===== src/uoe_map.svh =====
// Register map, field positions, reset values and sizes of the OUT endpoint control block
// Overview of operation
// ISO bit in high control register selects isochronous, else bulk/interrupt mode
// Bulk and interrupt transfers get identical hardware handling
// Endpoint event raised when packet-ready is set or a STALL is sent
// Bulk OUT token plus data sets packet-ready bit 0 and raises event
// Byte count of the waiting packet shown in high and low count registers
// Firmware unloads the packet, then clears packet-ready to zero
// While send-stall bit 5 is set, every bulk OUT gets a STALL
// Each STALL sent raises an event and sets sent-stall bit 6
// Sent-stall stays set until firmware writes it to zero
// Second buffered packet sets packet-ready again right after firmware clears it
// Host sends one isochronous packet per frame; double buffering advised
// Isochronous packet is stored, packet-ready set, event raised
// Isochronous packet with no FIFO room is dropped, overrun bit 2 set
// Isochronous CRC error packet still stored, data-error bit 3 set
// Firmware checks data-error each time it unloads an isochronous packet
// Writing 1 to bit 7 clears data toggle; bit 7 reads zero
// FIFO-full set at two packets when double buffered, else one
// Flush write drops next packet, resets pointer, clears packet-ready, self-clears
// Overrun stays set until firmware clears it; meaningful in isochronous mode
// Each of the three OUT endpoints keeps its own independent state
// Low control register bits all reset to zero
`ifndef UOE_MAP_SVH
`define UOE_MAP_SVH
`define UOE_IDX_ADDR 8'h00
`define UOE_CSRL_ADDR 8'h14
`define UOE_CSRH_ADDR 8'h18
`define UOE_CNTL_ADDR 8'h1C
`define UOE_CNTH_ADDR 8'h20
`define UOE_FIFO_ADDR 8'h24
`define UOE_B_OPR 0
`define UOE_B_FULL 1
`define UOE_B_OVR 2
`define UOE_B_DERR 3
`define UOE_B_FLUSH 4
`define UOE_B_SEND_STALL_BIT 5
`define UOE_B_SENT_STALL_FLAG 6
`define UOE_B_CLEAR_TOGGLE_BIT 7
`define UOE_B_ISO 6
`define UOE_B_DBL 7
`define UOE_CSRL_RST 8'h00
`define UOE_CSRH_RST 8'h00
`define UOE_PKT_MAX 64
`endif


===== src/uoe_pkg.sv =====
// Shared types of the OUT endpoint control block
package uoe_pkg;
  typedef enum logic [1:0] {
    HS_NONE = 2'h0,
    HS_ACK = 2'h1,
    HS_NAK = 2'h2,
    HS_STALL = 2'h3
  } uoe_hs_t;
  typedef enum logic [1:0] {
    RX_IDLE = 2'h1,
    RX_DATA = 2'h2
  } uoe_rx_state_t;
endpackage


===== src/uoe_fifo_if.sv =====
// Carrier between endpoint control and one endpoint packet buffer
`timescale 1ns/100ps
interface uoe_fifo_if #(parameter int DW = 8, parameter int CW = 7);
  logic wr_start;
  logic wr_vld;
  logic [DW-1:0] wr_data;
  logic commit;
  logic crc_in;
  logic pkt_pop;
  logic byte_pop;
  logic [1:0] level;
  logic [CW-1:0] head_cnt;
  logic head_crc;
  logic [DW-1:0] rd_data;
  modport ctl (output wr_start, wr_vld, wr_data, commit, crc_in, pkt_pop, byte_pop,
               input level, head_cnt, head_crc, rd_data);
  modport store (input wr_start, wr_vld, wr_data, commit, crc_in, pkt_pop, byte_pop,
                 output level, head_cnt, head_crc, rd_data);
endinterface


===== src/uoe_out_ctrl.sv =====
// OUT endpoints 1-3 control: APB registers, receive decisions, handshakes, events
`timescale 1ns/100ps
`include "uoe_map.svh"
module uoe_out_ctrl import uoe_pkg::*; #(
  parameter int PKT_MAX = `UOE_PKT_MAX
) (
  // Clock and reset
  input wire logic I_CLK_SYS,
  input wire logic I_RESET,
  // APB slave
  input wire logic I_PSEL,
  input wire logic I_PENABLE,
  input wire logic I_PWRITE,
  input wire logic [7:0] I_PADDR,
  input wire logic [31:0] I_PWDATA,
  output logic [31:0] O_PRDATA,
  output logic O_PREADY,
  output logic O_PSLVERR,
  // Receive path from the serial engine
  input wire logic I_RX_START,
  input wire logic [1:0] I_RX_EP,
  input wire logic I_RX_VLD,
  input wire logic [7:0] I_RX_BYTE,
  input wire logic I_RX_END,
  input wire logic I_RX_CRC_ERR,
  input wire logic I_RX_DATA1,
  // Handshake to the serial engine
  output logic O_HS_VLD,
  output logic [1:0] O_HS_CODE,
  // Per-endpoint event pulses and data toggles, bit n is endpoint n
  output logic [3:1] O_EP_OUT_EVENT,
  output logic [3:1] O_EP_TOGGLE
);
  localparam int CW = $clog2(PKT_MAX + 1);

  if (PKT_MAX < 2 || PKT_MAX > 1023) begin : g_bad_cfg
    $error("uoe_out_ctrl: PKT_MAX must be 2 to 1023");
  end

  uoe_rx_state_t state_r;
  uoe_rx_state_t state_nxt;
  logic [1:0] ep_r;
  logic accept_r;
  logic [1:0] idx_r;
  logic [3:1] opr_r;
  logic [3:1] sent_stall_flag_r;
  logic [3:1] send_stall_bit_r;
  logic [3:1] ovr_r;
  logic [3:1] iso_r;
  logic [3:1] dbl_r;
  logic [3:1] tog_r;
  logic [3:1] ev_r;
  logic hs_vld_r;
  uoe_hs_t hs_code_r;
  logic [31:0] prdata_r;
  logic [3:1] end_hit;
  logic [3:1] stall_now;
  logic [3:1] nak_now;
  logic [3:1] ack_now;
  logic [3:1] commit_now;
  logic [3:1] ovr_now;
  logic [3:1] csrl_wr;
  logic [3:1] csrh_wr;
  logic [3:1] opr_clr;
  logic [3:1] flush_now;
  logic [3:1] opr_set;
  logic [3:1] space;
  logic [3:1] full_w;
  logic [7:0] csrl_rd [0:3];
  logic [7:0] csrh_rd [0:3];
  logic [15:0] cnt_rd [0:3];
  logic [7:0] fifo_rd [0:3];
  logic setup;
  logic wr_acc;
  logic rd_acc;
  logic mapped;

  uoe_fifo_if #(.DW(8), .CW(CW)) fif [1:3] ();

  // APB decode; zero wait states so every access ends in one access cycle
  assign setup = I_PSEL && !I_PENABLE;
  assign wr_acc = I_PSEL && I_PENABLE && I_PWRITE;
  assign rd_acc = I_PSEL && I_PENABLE && !I_PWRITE;
  assign mapped = (I_PADDR == `UOE_IDX_ADDR) || (I_PADDR == `UOE_CSRL_ADDR) ||
                  (I_PADDR == `UOE_CSRH_ADDR) || (I_PADDR == `UOE_CNTL_ADDR) ||
                  (I_PADDR == `UOE_CNTH_ADDR) || (I_PADDR == `UOE_FIFO_ADDR);
  assign O_PREADY = 1'b1;
  assign O_PSLVERR = I_PSEL && I_PENABLE && !mapped;
  assign O_PRDATA = prdata_r;

  always_ff @(posedge I_CLK_SYS) begin
    if (I_RESET)
      idx_r <= 2'h0;
    else if (wr_acc && I_PADDR == `UOE_IDX_ADDR)
      idx_r <= I_PWDATA[1:0];
  end

  // Index 0 selects no endpoint and reads as zero
  assign csrl_rd[0] = 8'h00;
  assign csrh_rd[0] = 8'h00;
  assign cnt_rd[0] = 16'h0000;
  assign fifo_rd[0] = 8'h00;

  // Read data is sampled in the setup cycle so it stands from a flop in the access cycle
  always_ff @(posedge I_CLK_SYS) begin
    if (I_RESET)
      prdata_r <= 32'h0000_0000;
    else if (setup) begin
      case (I_PADDR)
        `UOE_IDX_ADDR: prdata_r <= {30'h0, idx_r};
        `UOE_CSRL_ADDR: prdata_r <= {24'h0, csrl_rd[idx_r]};
        `UOE_CSRH_ADDR: prdata_r <= {24'h0, csrh_rd[idx_r]};
        // packet byte count
        `UOE_CNTL_ADDR: prdata_r <= {24'h0, cnt_rd[idx_r][7:0]};
        `UOE_CNTH_ADDR: prdata_r <= {24'h0, cnt_rd[idx_r][15:8]};
        `UOE_FIFO_ADDR: prdata_r <= {24'h0, fifo_rd[idx_r]};
        default: prdata_r <= 32'h0000_0000;
      endcase
    end
  end

  // Receive sequencing; the serial engine is on this clock, so no synchroniser
  always_comb begin
    case (state_r)
      RX_IDLE: state_nxt = (I_RX_START && I_RX_EP != 2'h0) ? RX_DATA : RX_IDLE;
      RX_DATA: state_nxt = I_RX_END ? RX_IDLE : RX_DATA;
      default: state_nxt = RX_IDLE;
    endcase
  end

  always_ff @(posedge I_CLK_SYS) begin
    if (I_RESET)
      state_r <= RX_IDLE;
    else
      state_r <= state_nxt;
  end

  // Room is judged at packet start; a later unload does not rescue it
  always_ff @(posedge I_CLK_SYS) begin
    if (I_RESET) begin
      ep_r <= 2'h0;
      accept_r <= 1'b0;
    end else if (state_r == RX_IDLE && I_RX_START && I_RX_EP != 2'h0) begin
      ep_r <= I_RX_EP;
      accept_r <= space[I_RX_EP];
    end
  end

  // stall answer wins
  always_ff @(posedge I_CLK_SYS) begin
    if (I_RESET) begin
      hs_vld_r <= 1'b0;
      hs_code_r <= HS_NONE;
    end else begin
      hs_vld_r <= |(stall_now | nak_now | ack_now);
      if (|stall_now)
        hs_code_r <= HS_STALL;
      else if (|nak_now)
        hs_code_r <= HS_NAK;
      else if (|ack_now)
        hs_code_r <= HS_ACK;
      else
        hs_code_r <= HS_NONE;
    end
  end

  assign O_HS_VLD = hs_vld_r;
  assign O_HS_CODE = hs_code_r;
  assign O_EP_OUT_EVENT = ev_r;
  assign O_EP_TOGGLE = tog_r;

  // per-endpoint copies
  for (genvar e = 1; e <= 3; e++) begin : g_ep
    assign end_hit[e] = (state_r == RX_DATA) && I_RX_END && (ep_r == 2'(e));
    // one path for bulk and interrupt
    assign stall_now[e] = end_hit[e] && !iso_r[e] && send_stall_bit_r[e];
    // Corrupt bulk packets get no ACK or NAK so the host retries; with send-stall set they still get a STALL
    assign nak_now[e] = end_hit[e] && !iso_r[e] && !send_stall_bit_r[e] && !I_RX_CRC_ERR && !accept_r;
    assign ack_now[e] = end_hit[e] && !iso_r[e] && !send_stall_bit_r[e] && !I_RX_CRC_ERR && accept_r;
    // mode steers keeping
    assign commit_now[e] = (ack_now[e] && (I_RX_DATA1 == tog_r[e])) ||
                           (end_hit[e] && iso_r[e] && accept_r);
    // no room drops
    assign ovr_now[e] = end_hit[e] && iso_r[e] && !accept_r;
    assign csrl_wr[e] = wr_acc && I_PADDR == `UOE_CSRL_ADDR && idx_r == 2'(e);
    assign csrh_wr[e] = wr_acc && I_PADDR == `UOE_CSRH_ADDR && idx_r == 2'(e);
    assign opr_clr[e] = csrl_wr[e] && !I_PWDATA[`UOE_B_OPR] && opr_r[e];
    assign flush_now[e] = csrl_wr[e] && I_PWDATA[`UOE_B_FLUSH];
    // rearm from held packet
    assign opr_set[e] = !opr_r[e] && (fif[e].level != 2'h0);
    // full by buffer mode
    assign full_w[e] = (fif[e].level == (dbl_r[e] ? 2'h2 : 2'h1));
    assign space[e] = (fif[e].level < (dbl_r[e] ? 2'h2 : 2'h1));

    assign fif[e].wr_start = (state_r == RX_IDLE) && I_RX_START && (I_RX_EP == 2'(e));
    assign fif[e].wr_vld = (state_r == RX_DATA) && (ep_r == 2'(e)) && accept_r && I_RX_VLD;
    assign fif[e].wr_data = I_RX_BYTE;
    // crc error still kept
    assign fif[e].commit = commit_now[e];
    assign fif[e].crc_in = I_RX_CRC_ERR;
    // flush drops head
    assign fif[e].pkt_pop = (opr_clr[e] || flush_now[e]) && opr_r[e];
    assign fif[e].byte_pop = rd_acc && I_PADDR == `UOE_FIFO_ADDR && idx_r == 2'(e) && opr_r[e];

    // toggle bit reads zero
    assign csrl_rd[e] = {1'b0, sent_stall_flag_r[e], send_stall_bit_r[e], 1'b0, opr_r[e] && fif[e].head_crc,
                         ovr_r[e], full_w[e], opr_r[e]};
    assign csrh_rd[e] = {dbl_r[e], iso_r[e], 6'h00};
    assign cnt_rd[e] = 16'(fif[e].head_cnt);
    assign fifo_rd[e] = fif[e].rd_data;

    uoe_pkt_fifo #(.DW(8), .PKT_MAX(PKT_MAX), .CW(CW)) u_fifo (
      .i_clk(I_CLK_SYS),
      .i_reset(I_RESET),
      .f(fif[e])
    );

    // control bits reset zero
    always_ff @(posedge I_CLK_SYS) begin
      if (I_RESET) begin
        send_stall_bit_r[e] <= 1'(`UOE_CSRL_RST >> `UOE_B_SEND_STALL_BIT);
        iso_r[e] <= 1'b0;
        dbl_r[e] <= 1'b0;
      end else begin
        if (csrl_wr[e])
          send_stall_bit_r[e] <= I_PWDATA[`UOE_B_SEND_STALL_BIT];
        if (csrh_wr[e]) begin
          iso_r[e] <= I_PWDATA[`UOE_B_ISO];
          dbl_r[e] <= I_PWDATA[`UOE_B_DBL];
        end
      end
    end

    // toggle cleared by write
    always_ff @(posedge I_CLK_SYS) begin
      if (I_RESET)
        tog_r[e] <= 1'b0;
      else if (csrl_wr[e] && I_PWDATA[`UOE_B_CLEAR_TOGGLE_BIT])
        tog_r[e] <= 1'b0;
      else if (commit_now[e] && !iso_r[e])
        tog_r[e] <= ~tog_r[e];
    end

    // packet ready flag
    always_ff @(posedge I_CLK_SYS) begin
      if (I_RESET)
        opr_r[e] <= 1'b0;
      else if (opr_clr[e] || flush_now[e])
        opr_r[e] <= 1'b0;
      else if (opr_set[e])
        opr_r[e] <= 1'b1;
    end

    // stall sets, sticky until written zero; set beats clear
    always_ff @(posedge I_CLK_SYS) begin
      if (I_RESET) begin
        sent_stall_flag_r[e] <= 1'b0;
        ovr_r[e] <= 1'b0;
      end else begin
        sent_stall_flag_r[e] <= stall_now[e] || (sent_stall_flag_r[e] && !(csrl_wr[e] && !I_PWDATA[`UOE_B_SENT_STALL_FLAG]));
        // overrun held
        ovr_r[e] <= ovr_now[e] || (ovr_r[e] && !(csrl_wr[e] && !I_PWDATA[`UOE_B_OVR]));
      end
    end

    // event sources
    always_ff @(posedge I_CLK_SYS) begin
      if (I_RESET)
        ev_r[e] <= 1'b0;
      else
        ev_r[e] <= opr_set[e] || stall_now[e] || ovr_now[e];
    end

  end
endmodule // uoe_out_ctrl


===== src/uoe_pkt_fifo.sv =====
// Two-slot packet buffer of one OUT endpoint
`timescale 1ns/100ps
module uoe_pkt_fifo import uoe_pkg::*; #(
  parameter int DW = 8,
  parameter int PKT_MAX = 64,
  parameter int CW = 7
) (
  // Clock and reset
  input wire logic i_clk,
  input wire logic i_reset,
  // Control side
  uoe_fifo_if.store f
);
  localparam int AW = $clog2(PKT_MAX);
  logic [DW-1:0] mem_r [2][PKT_MAX];
  logic [CW-1:0] cnt_r [2];
  logic [1:0] crc_r;
  logic wslot_r;
  logic rslot_r;
  logic [1:0] level_r;
  logic [CW-1:0] wcnt_r;
  logic [CW-1:0] rptr_r;
  logic wr_ok;

  if (PKT_MAX < 2 || CW != $clog2(PKT_MAX + 1)) begin : g_bad_cfg
    $error("uoe_pkt_fifo: CW does not fit PKT_MAX");
  end

  // Oversize packets are clipped rather than wrapping over their own first bytes; a buffer holding two packets takes no writes
  assign wr_ok = f.wr_vld && (wcnt_r < CW'(PKT_MAX)) && (level_r != 2'h2);

  always_ff @(posedge i_clk) begin
    if (wr_ok)
      mem_r[wslot_r][wcnt_r[AW-1:0]] <= f.wr_data;
  end

  always_ff @(posedge i_clk) begin
    if (i_reset || f.wr_start)
      wcnt_r <= '0;
    else if (wr_ok)
      wcnt_r <= wcnt_r + 1'b1;
  end

  always_ff @(posedge i_clk) begin
    if (i_reset) begin
      wslot_r <= 1'b0;
      rslot_r <= 1'b0;
      level_r <= 2'h0;
      crc_r <= 2'h0;
      cnt_r <= '{default: '0};
    end else begin
      if (f.commit) begin
        wslot_r <= ~wslot_r;
        crc_r[wslot_r] <= f.crc_in;
        cnt_r[wslot_r] <= wcnt_r;
      end
      if (f.pkt_pop)
        rslot_r <= ~rslot_r;
      if (f.commit && !f.pkt_pop)
        level_r <= level_r + 2'h1;
      else if (f.pkt_pop && !f.commit)
        level_r <= level_r - 2'h1;
    end
  end

  // flush pointer reset
  always_ff @(posedge i_clk) begin
    if (i_reset || f.pkt_pop)
      rptr_r <= '0;
    else if (f.byte_pop && rptr_r < cnt_r[rslot_r])
      rptr_r <= rptr_r + 1'b1;
  end

  assign f.level = level_r;
  assign f.head_cnt = cnt_r[rslot_r];
  assign f.head_crc = crc_r[rslot_r];
  assign f.rd_data = (rptr_r < cnt_r[rslot_r]) ? mem_r[rslot_r][rptr_r[AW-1:0]] : '0;
endmodule // uoe_pkt_fifo


===== config.mk =====
export PLATFORM = sky130hd
export DESIGN_NAME = uoe_out_ctrl
export DESIGN_NICKNAME = d
export VERILOG_FILES = /design/src/uoe_pkg.sv /design/src/uoe_fifo_if.sv /design/src/uoe_out_ctrl.sv /design/src/uoe_pkt_fifo.sv
export VERILOG_INCLUDE_DIRS = /design/src
export SDC_FILE = /design/constraint.sdc
export NUM_CORES = 2
export LEC_CHECK = 0
export BUFFER_PORTS_ARGS = -buffer_cell sky130_fd_sc_hd__buf_4
export CAP_MARGIN = 15
export CELL_PAD_IN_SITES_DETAIL_PLACEMENT = 2
export CELL_PAD_IN_SITES_GLOBAL_PLACEMENT = 2
export CORE_MARGIN = 4
export CORE_UTILIZATION = 54
export DETAILED_ROUTE_END_ITERATION = 10
export PLACE_DENSITY_LB_ADDON = 0.08
export SETUP_SLACK_MARGIN = 0.02
export SLEW_MARGIN = 15
export SYNTH_ARGS = -nofsm -noshare
export SYNTH_HDL_FRONTEND = slang
export SYNTH_HIERARCHICAL = 1
export SYNTH_SLANG_ARGS = --single-unit

===== constraint.sdc =====
create_clock -name I_CLK_SYS -period 8.8 [get_ports I_CLK_SYS]
set_input_delay 0.88 -clock I_CLK_SYS [delete_from_list [all_inputs] [get_ports I_CLK_SYS]]
set_output_delay 0.88 -clock I_CLK_SYS [all_outputs]
set_load 0.005 [all_outputs]

==> flow_summary.json, run 1 <==
{
  "number_of_register_bits_inferred_by_synthesis": 3219,
  "floorplan.initialDensity_pct": 54.2,
  "synth_cell_types": 85,
  "error_line": "[ERROR DPL-0033] detailed placement checks failed during check placement.",
  "std_cell_rows": 178,
  "yosys_most_used_dff": "sky130_fd_sc_hd__edfxtp_1",
  "share_of_flip_flops_with_an_asynchronous_set_or_reset_pct": 0,
  "yosys.area.top_type_share_pct": 72.4,
  "yosys-top-cells-area": "sky130_fd_sc_hd__edfxtp_1 72%, sky130_fd_sc_hd__mux4_2 13%, sky130_fd_sc_hd__dfxtp_1 2.3%",
  "run_status": "did not finish",
  "width_of_the_die_um": 494,
  "die_h_um": 494,
  "synth_edf_count": 3072,
  "synth-warning-count": 6,
  "gp_congestion": 0.860,
  "dp.final_hpwl_mm": 261,
  "last-stage-reached": "detailed placement (3_5_place_dp)",
  "share_of_the_yosys_chip_area_belonging_to_registers_pct": 74.8,
  "io-pin-count": 103,
  "syn-instance-count": 6379,
  "syn_area_per_cell_um2": 20.0,
  "synthDominantAreaCellType": "sky130_fd_sc_hd__edfxtp_1",
  "port_buffers": 52,
  "netlist_area_mm2": 0.127
}
synthesized netlist by cell type, types with 8 or more instances:
cell and instances:
sky130_fd_sc_hd__o22ai_1 26, sky130_fd_sc_hd__mux4_1 16, sky130_fd_sc_hd__mux4_2 763, sky130_fd_sc_hd__buf_4 66
sky130_fd_sc_hd__xnor2_1 9, sky130_fd_sc_hd__ha_1 35, sky130_fd_sc_hd__a2111oi_0 15, sky130_fd_sc_hd__xor2_1 22
sky130_fd_sc_hd__o211ai_1 26, sky130_fd_sc_hd__nor3b_1 8, sky130_fd_sc_hd__a22oi_1 155, sky130_fd_sc_hd__mux2i_1 198
sky130_fd_sc_hd__buf_2 84, sky130_fd_sc_hd__clkbuf_1 151, sky130_fd_sc_hd__or3_1 16, sky130_fd_sc_hd__or2_2 9
sky130_fd_sc_hd__nand3b_1 8, sky130_fd_sc_hd__nand4_1 17, sky130_fd_sc_hd__inv_1 44, sky130_fd_sc_hd__nor2b_1 50
sky130_fd_sc_hd__o21ai_0 44, sky130_fd_sc_hd__buf_1 22, sky130_fd_sc_hd__nand2b_1 25, sky130_fd_sc_hd__buf_6 32
sky130_fd_sc_hd__a21oi_1 147, sky130_fd_sc_hd__edfxtp_1 3072, sky130_fd_sc_hd__nand2_1 202, sky130_fd_sc_hd__and3_1 18
sky130_fd_sc_hd__a2111oi_2 11, sky130_fd_sc_hd__nor3_1 57, sky130_fd_sc_hd__a221oi_1 26, sky130_fd_sc_hd__dfxtp_1 147
sky130_fd_sc_hd__o31ai_1 9, sky130_fd_sc_hd__o21ai_1 15, sky130_fd_sc_hd__buf_12 12, sky130_fd_sc_hd__a211oi_1 28
sky130_fd_sc_hd__nand3_1 84, sky130_fd_sc_hd__nor2_1 521, sky130_fd_sc_hd__a31oi_1 16, sky130_fd_sc_hd__mux2_2 41
sky130_fd_sc_hd__and2_1 9, sky130_fd_sc_hd__clkbuf_8 10
metrics by stage:
stage	setup slack (ns)	hold slack, ns
after floorplan	5.66	0.432
after global placement	3.67	0.440
logic make-up after synthesis:
| kind of cell | Yosys count | synth area share [%] |
|---|---|---|
| mux | 1019 | 15.8 |
| flops | 3219 | 74.8 |
| fa+ha+maj | 35 | 0.344 |
| simple gates | 1059 | 3.74 |
| xor+xnor | 31 | 0.213 |
| buf+inv | 435 | 2.07 |
| compound gates | 579 | 3.13 |
| other cells | 2 | 0.00590 |
==> inputs of run 2 (changes only) <==
--- a/config.mk
+++ b/config.mk
@@ -8,13 +8,10 @@
 export LEC_CHECK = 0
 export BUFFER_PORTS_ARGS = -buffer_cell sky130_fd_sc_hd__buf_4
 export CAP_MARGIN = 15
-export CELL_PAD_IN_SITES_DETAIL_PLACEMENT = 2
-export CELL_PAD_IN_SITES_GLOBAL_PLACEMENT = 2
 export CORE_MARGIN = 4
-export CORE_UTILIZATION = 54
+export CORE_UTILIZATION = 40
 export DETAILED_ROUTE_END_ITERATION = 10
-export PLACE_DENSITY_LB_ADDON = 0.08
-export SETUP_SLACK_MARGIN = 0.02
+export PLACE_DENSITY_LB_ADDON = 0.15
 export SLEW_MARGIN = 15
 export SYNTH_ARGS = -nofsm -noshare
 export SYNTH_HDL_FRONTEND = slang
==> run 2 against run 1 <==
Against the previous run:
- the run now ends clean
- synthesized area unchanged
- synthesized cell count is the same
==> flow_summary.json, run 2 <==
{
  "clk-insertion-delay-late_ns": 0.93,
  "routed_via_density": 5.68,
  "worst_case_vdd_ir_drop_mv": 0.161,
  "width_of_the_die_um": 572,
  "synth_edf_count": 3072,
  "std_cell_rows": 206,
  "crit_path_max_fo": 18,
  "utilization_pct": 45.1,
  "synth_most_common_cell": "sky130_fd_sc_hd__edfxtp_1",
  "worst_setup_hold_path_clk_slew_ns": 0.06,
  "die_h_um": 572,
  "share_of_flip_flops_with_an_asynchronous_set_or_reset_pct": 0,
  "number_of_register_bits_inferred_by_synthesis": 3219,
  "cts_max_path_buffers": 4,
  "port_buffers": 52,
  "syn-instance-count": 6379,
  "dr_total_vias": 62300,
  "final_critical_period_ns": 5.10,
  "rsz0062_at_grt": "false",
  "max_cap_violations": 0,
  "layout.filler_cells": 27000,
  "run_status": "finished, final reports clean",
  "cp_data_required_time_ns": 9.56,
  "achievable-frequency_mhz": 196,
  "seqPwrFrac_pct": 54.1,
  "fin_setup_tns_ns": 0,
  "dp.final_hpwl_mm": 193,
  "drtAntennaViolNets": 0,
  "count_of_final_setup_violators": 0,
  "finalHoldViolCount": 0,
  "floorplan.initialDensity_pct": 40.3,
  "drt-wirelength-per-cell_um": 29.0,
  "yosys-top-cells-area": "sky130_fd_sc_hd__edfxtp_1 72%, sky130_fd_sc_hd__mux4_2 13%, sky130_fd_sc_hd__dfxtp_1 2.3%",
  "tightest_slew_ns": 1.22,
  "finished_layout_cell_area_mm2": 0.143,
  "critical_path_arrival_ns": 5.87,
  "clockRootBuffer": "sky130_fd_sc_hd__clkbuf_16",
  "slew_limit_fails": 0,
  "postPlaceCellArea_mm2": 0.132,
  "cts_setup_buffers": 0,
  "cts_resized": 0,
  "fp.dieArea_mm2": 0.327,
  "grt_use_total_pct": 19.2,
  "syn_area_per_cell_um2": 20.0,
  "grt_start_max_net_pins": 202,
  "finalCritPeriodShare_pct": 58.0,
  "synth.cells.most_frequent": "3072 x sky130_fd_sc_hd__edfxtp_1, 763 x sky130_fd_sc_hd__mux4_2, 521 x sky130_fd_sc_hd__nor2_1",
  "largest_reg_flops": 3072,
  "clock_skew_ns": 0.0559,
  "endpoint_kind": "flip-flop",
  "post-route-drc-count": 0,
  "drtIter0Drc": 6093,
  "synth_cell_types": 85,
  "cts-hold-fix-buffers": 0,
  "drtPass1Iterations": 5,
  "grt_pass1_vias": 63300,
  "yosys_most_used_dff": "sky130_fd_sc_hd__edfxtp_1",
  "gp_congestion": 0.860,
  "synthDominantAreaCellType": "sky130_fd_sc_hd__edfxtp_1",
  "mostFrequentLayoutCell": "sky130_fd_sc_hd__edfxtp_1",
  "yosys.area.top_type_share_pct": 72.4,
  "worstHoldPathType": "input pin to flip-flop",
  "power_leakage_nw": 42.5,
  "most-common-layout-cells": "3072 x sky130_fd_sc_hd__edfxtp_1, 763 x sky130_fd_sc_hd__mux4_2, 520 x sky130_fd_sc_hd__nor2_1",
  "switchingPower_mw": 6.19,
  "max_slew_margin_pct": 18.2,
  "netlist_area_mm2": 0.127,
  "power_density_mw_per_mm2": 218,
  "layout.nets": 6626,
  "cp_launch_type": "flip-flop",
  "p_int_mw": 24.8,
  "cts_num_sinks": 3219,
  "netSwitchingFraction_pct": 20.0,
  "comb_power_share_pct": 1.0,
  "num_cts_buffers": 345,
  "grt_remaining_overflow": 0,
  "share_of_the_yosys_chip_area_belonging_to_registers_pct": 74.8,
  "fraction_of_layout_instances_using_a_drive_strength_above_1_pct": 21.8,
  "class_of_the_most_critical_setup_path": "flip-flop to flip-flop",
  "io-pin-count": 103,
  "detail_route.wirelength_mm": 319,
  "antenna_violations_before_repair": 27,
  "placeableCoreArea_mm2": 0.316,
  "cts_htree_levels": 5,
  "power.clock.fraction_pct": 44.9,
  "cts_tree": "built",
  "synth-warning-count": 6,
  "p_total_mw": 31.0,
  "synthToLayoutAreaGrowth_pct": 12.0,
  "global_route_wire_length_before_repair_mm": 459
}
## run 2: final timing paths
path                                                             from                                     to  slack, ns  cells after the start
worst max register to register  g_ep[2].u_fifo/rptr_r[3]$_SDFFE_PP0P_               O_PRDATA[0]$_SDFFE_PP0P_       3.70                     14
worst max-delay path            g_ep[2].u_fifo/rptr_r[3]$_SDFFE_PP0P_               O_PRDATA[0]$_SDFFE_PP0P_       3.70                     14
worst min register to register  g_ep[3].u_fifo/cnt_r[13]$_SDFFE_PP0P_  g_ep[3].u_fifo/cnt_r[13]$_SDFFE_PP0P_       0.45                      2
worst min-delay path                                      I_PWDATA[5]               csrl_rd[21]$_SDFFE_PP0N_       0.22                      3
## run 2: layout make-up
| cell class | instances | area (µm²) | area share, % |
|---|---|---|---|
| Sequential cell | 3219 | 95200 | 66.8 |
| Clock buffer | 452 | 9180 | 6.44 |
| Clock inverter | 169 | 1630 | 1.14 |
| Timing Repair Buffer | 172 | 1540 | 1.08 |
| Antenna cell | 12 | 30.0 | 0.0211 |
| Multi-Input combinational cell | 2748 | 29600 | 20.8 |
| Inverter | 45 | 169 | 0.118 |
| Tap cell | 4160 | 5200 | 3.65 |
## run 2: cell families (layout without fill, tap and decap cells)
| logic type | Yosys count | count (layout) | share of synthesized area (%) |
|---|---|---|---|
| flops | 3219 | 3219 | 74.8 |
| simple gates | 1059 | 1059 | 3.74 |
| mux | 1019 | 1019 | 15.8 |
| compound gates | 579 | 579 | 3.13 |
| buf+inv | 435 | 838 | 2.07 |
| fa+ha+maj | 35 | 35 | 0.344 |
| xor+xnor | 31 | 31 | 0.213 |
| other cells | 2 | 37 | 0.00590 |
## run 2: power by group through the flow
stage                     Clock [mW]  Sequential [mW]  Combinational (mW)
after floorplan                    0             17.1              0.0471
after global placement             0             17.1               0.311
after detailed placement           0             17.1               0.332
after CTS                       14.3             16.8               0.332
after global routing            15.0             16.8               0.353
final                           13.9             16.8               0.322
## run 2: critical path: stages (launching register included)
cell and delay (ns):
sky130_fd_sc_hd__dfxtp_1 0.93, sky130_fd_sc_hd__buf_4 0.35, sky130_fd_sc_hd__nor2b_1 0.06, sky130_fd_sc_hd__buf_4 0.23, sky130_fd_sc_hd__nand2_1 0.49, sky130_fd_sc_hd__nor2_1 0.25
sky130_fd_sc_hd__a22oi_1 0.44, sky130_fd_sc_hd__o21ai_1 0.19, sky130_fd_sc_hd__a2111oi_1 0.85, sky130_fd_sc_hd__nor3_1 0.29, sky130_fd_sc_hd__mux2_2 0.35, sky130_fd_sc_hd__a22oi_1 0.19
sky130_fd_sc_hd__nor2_1 0.07, sky130_fd_sc_hd__a41oi_1 0.17, sky130_fd_sc_hd__o31ai_1 0.08
## run 2: layer usage
| layer | part of all wire (%) | global-route usage [%] | vias to the layer above |
|---|---|---|---|
| met5 | 0 | 0 | - |
| met4 | 3.2 | 5.79 | 0 |
| met3 | 5.6 | 3.16 | 463 |
| met2 | 48 | 31.0 | 1809 |
| met1 | 43 | 27.0 | 33500 |
| li1 | - | - | 26500 |
## run 2: stage by stage
stage | instances | hold slack, ns | setup WS, ns
after global routing | 11000 | 0.182 | 3.38
final | 11000 | 0.218 | 3.70
after floorplan | 6402 | 0.432 | 5.66
after CTS | 11000 | 0.149 | 3.72
after global placement | 10300 | 0.439 | 3.50
after detailed placement | 10300 | 0.446 | 3.70
No activity file was read; power rests on OpenSTA's default activity.
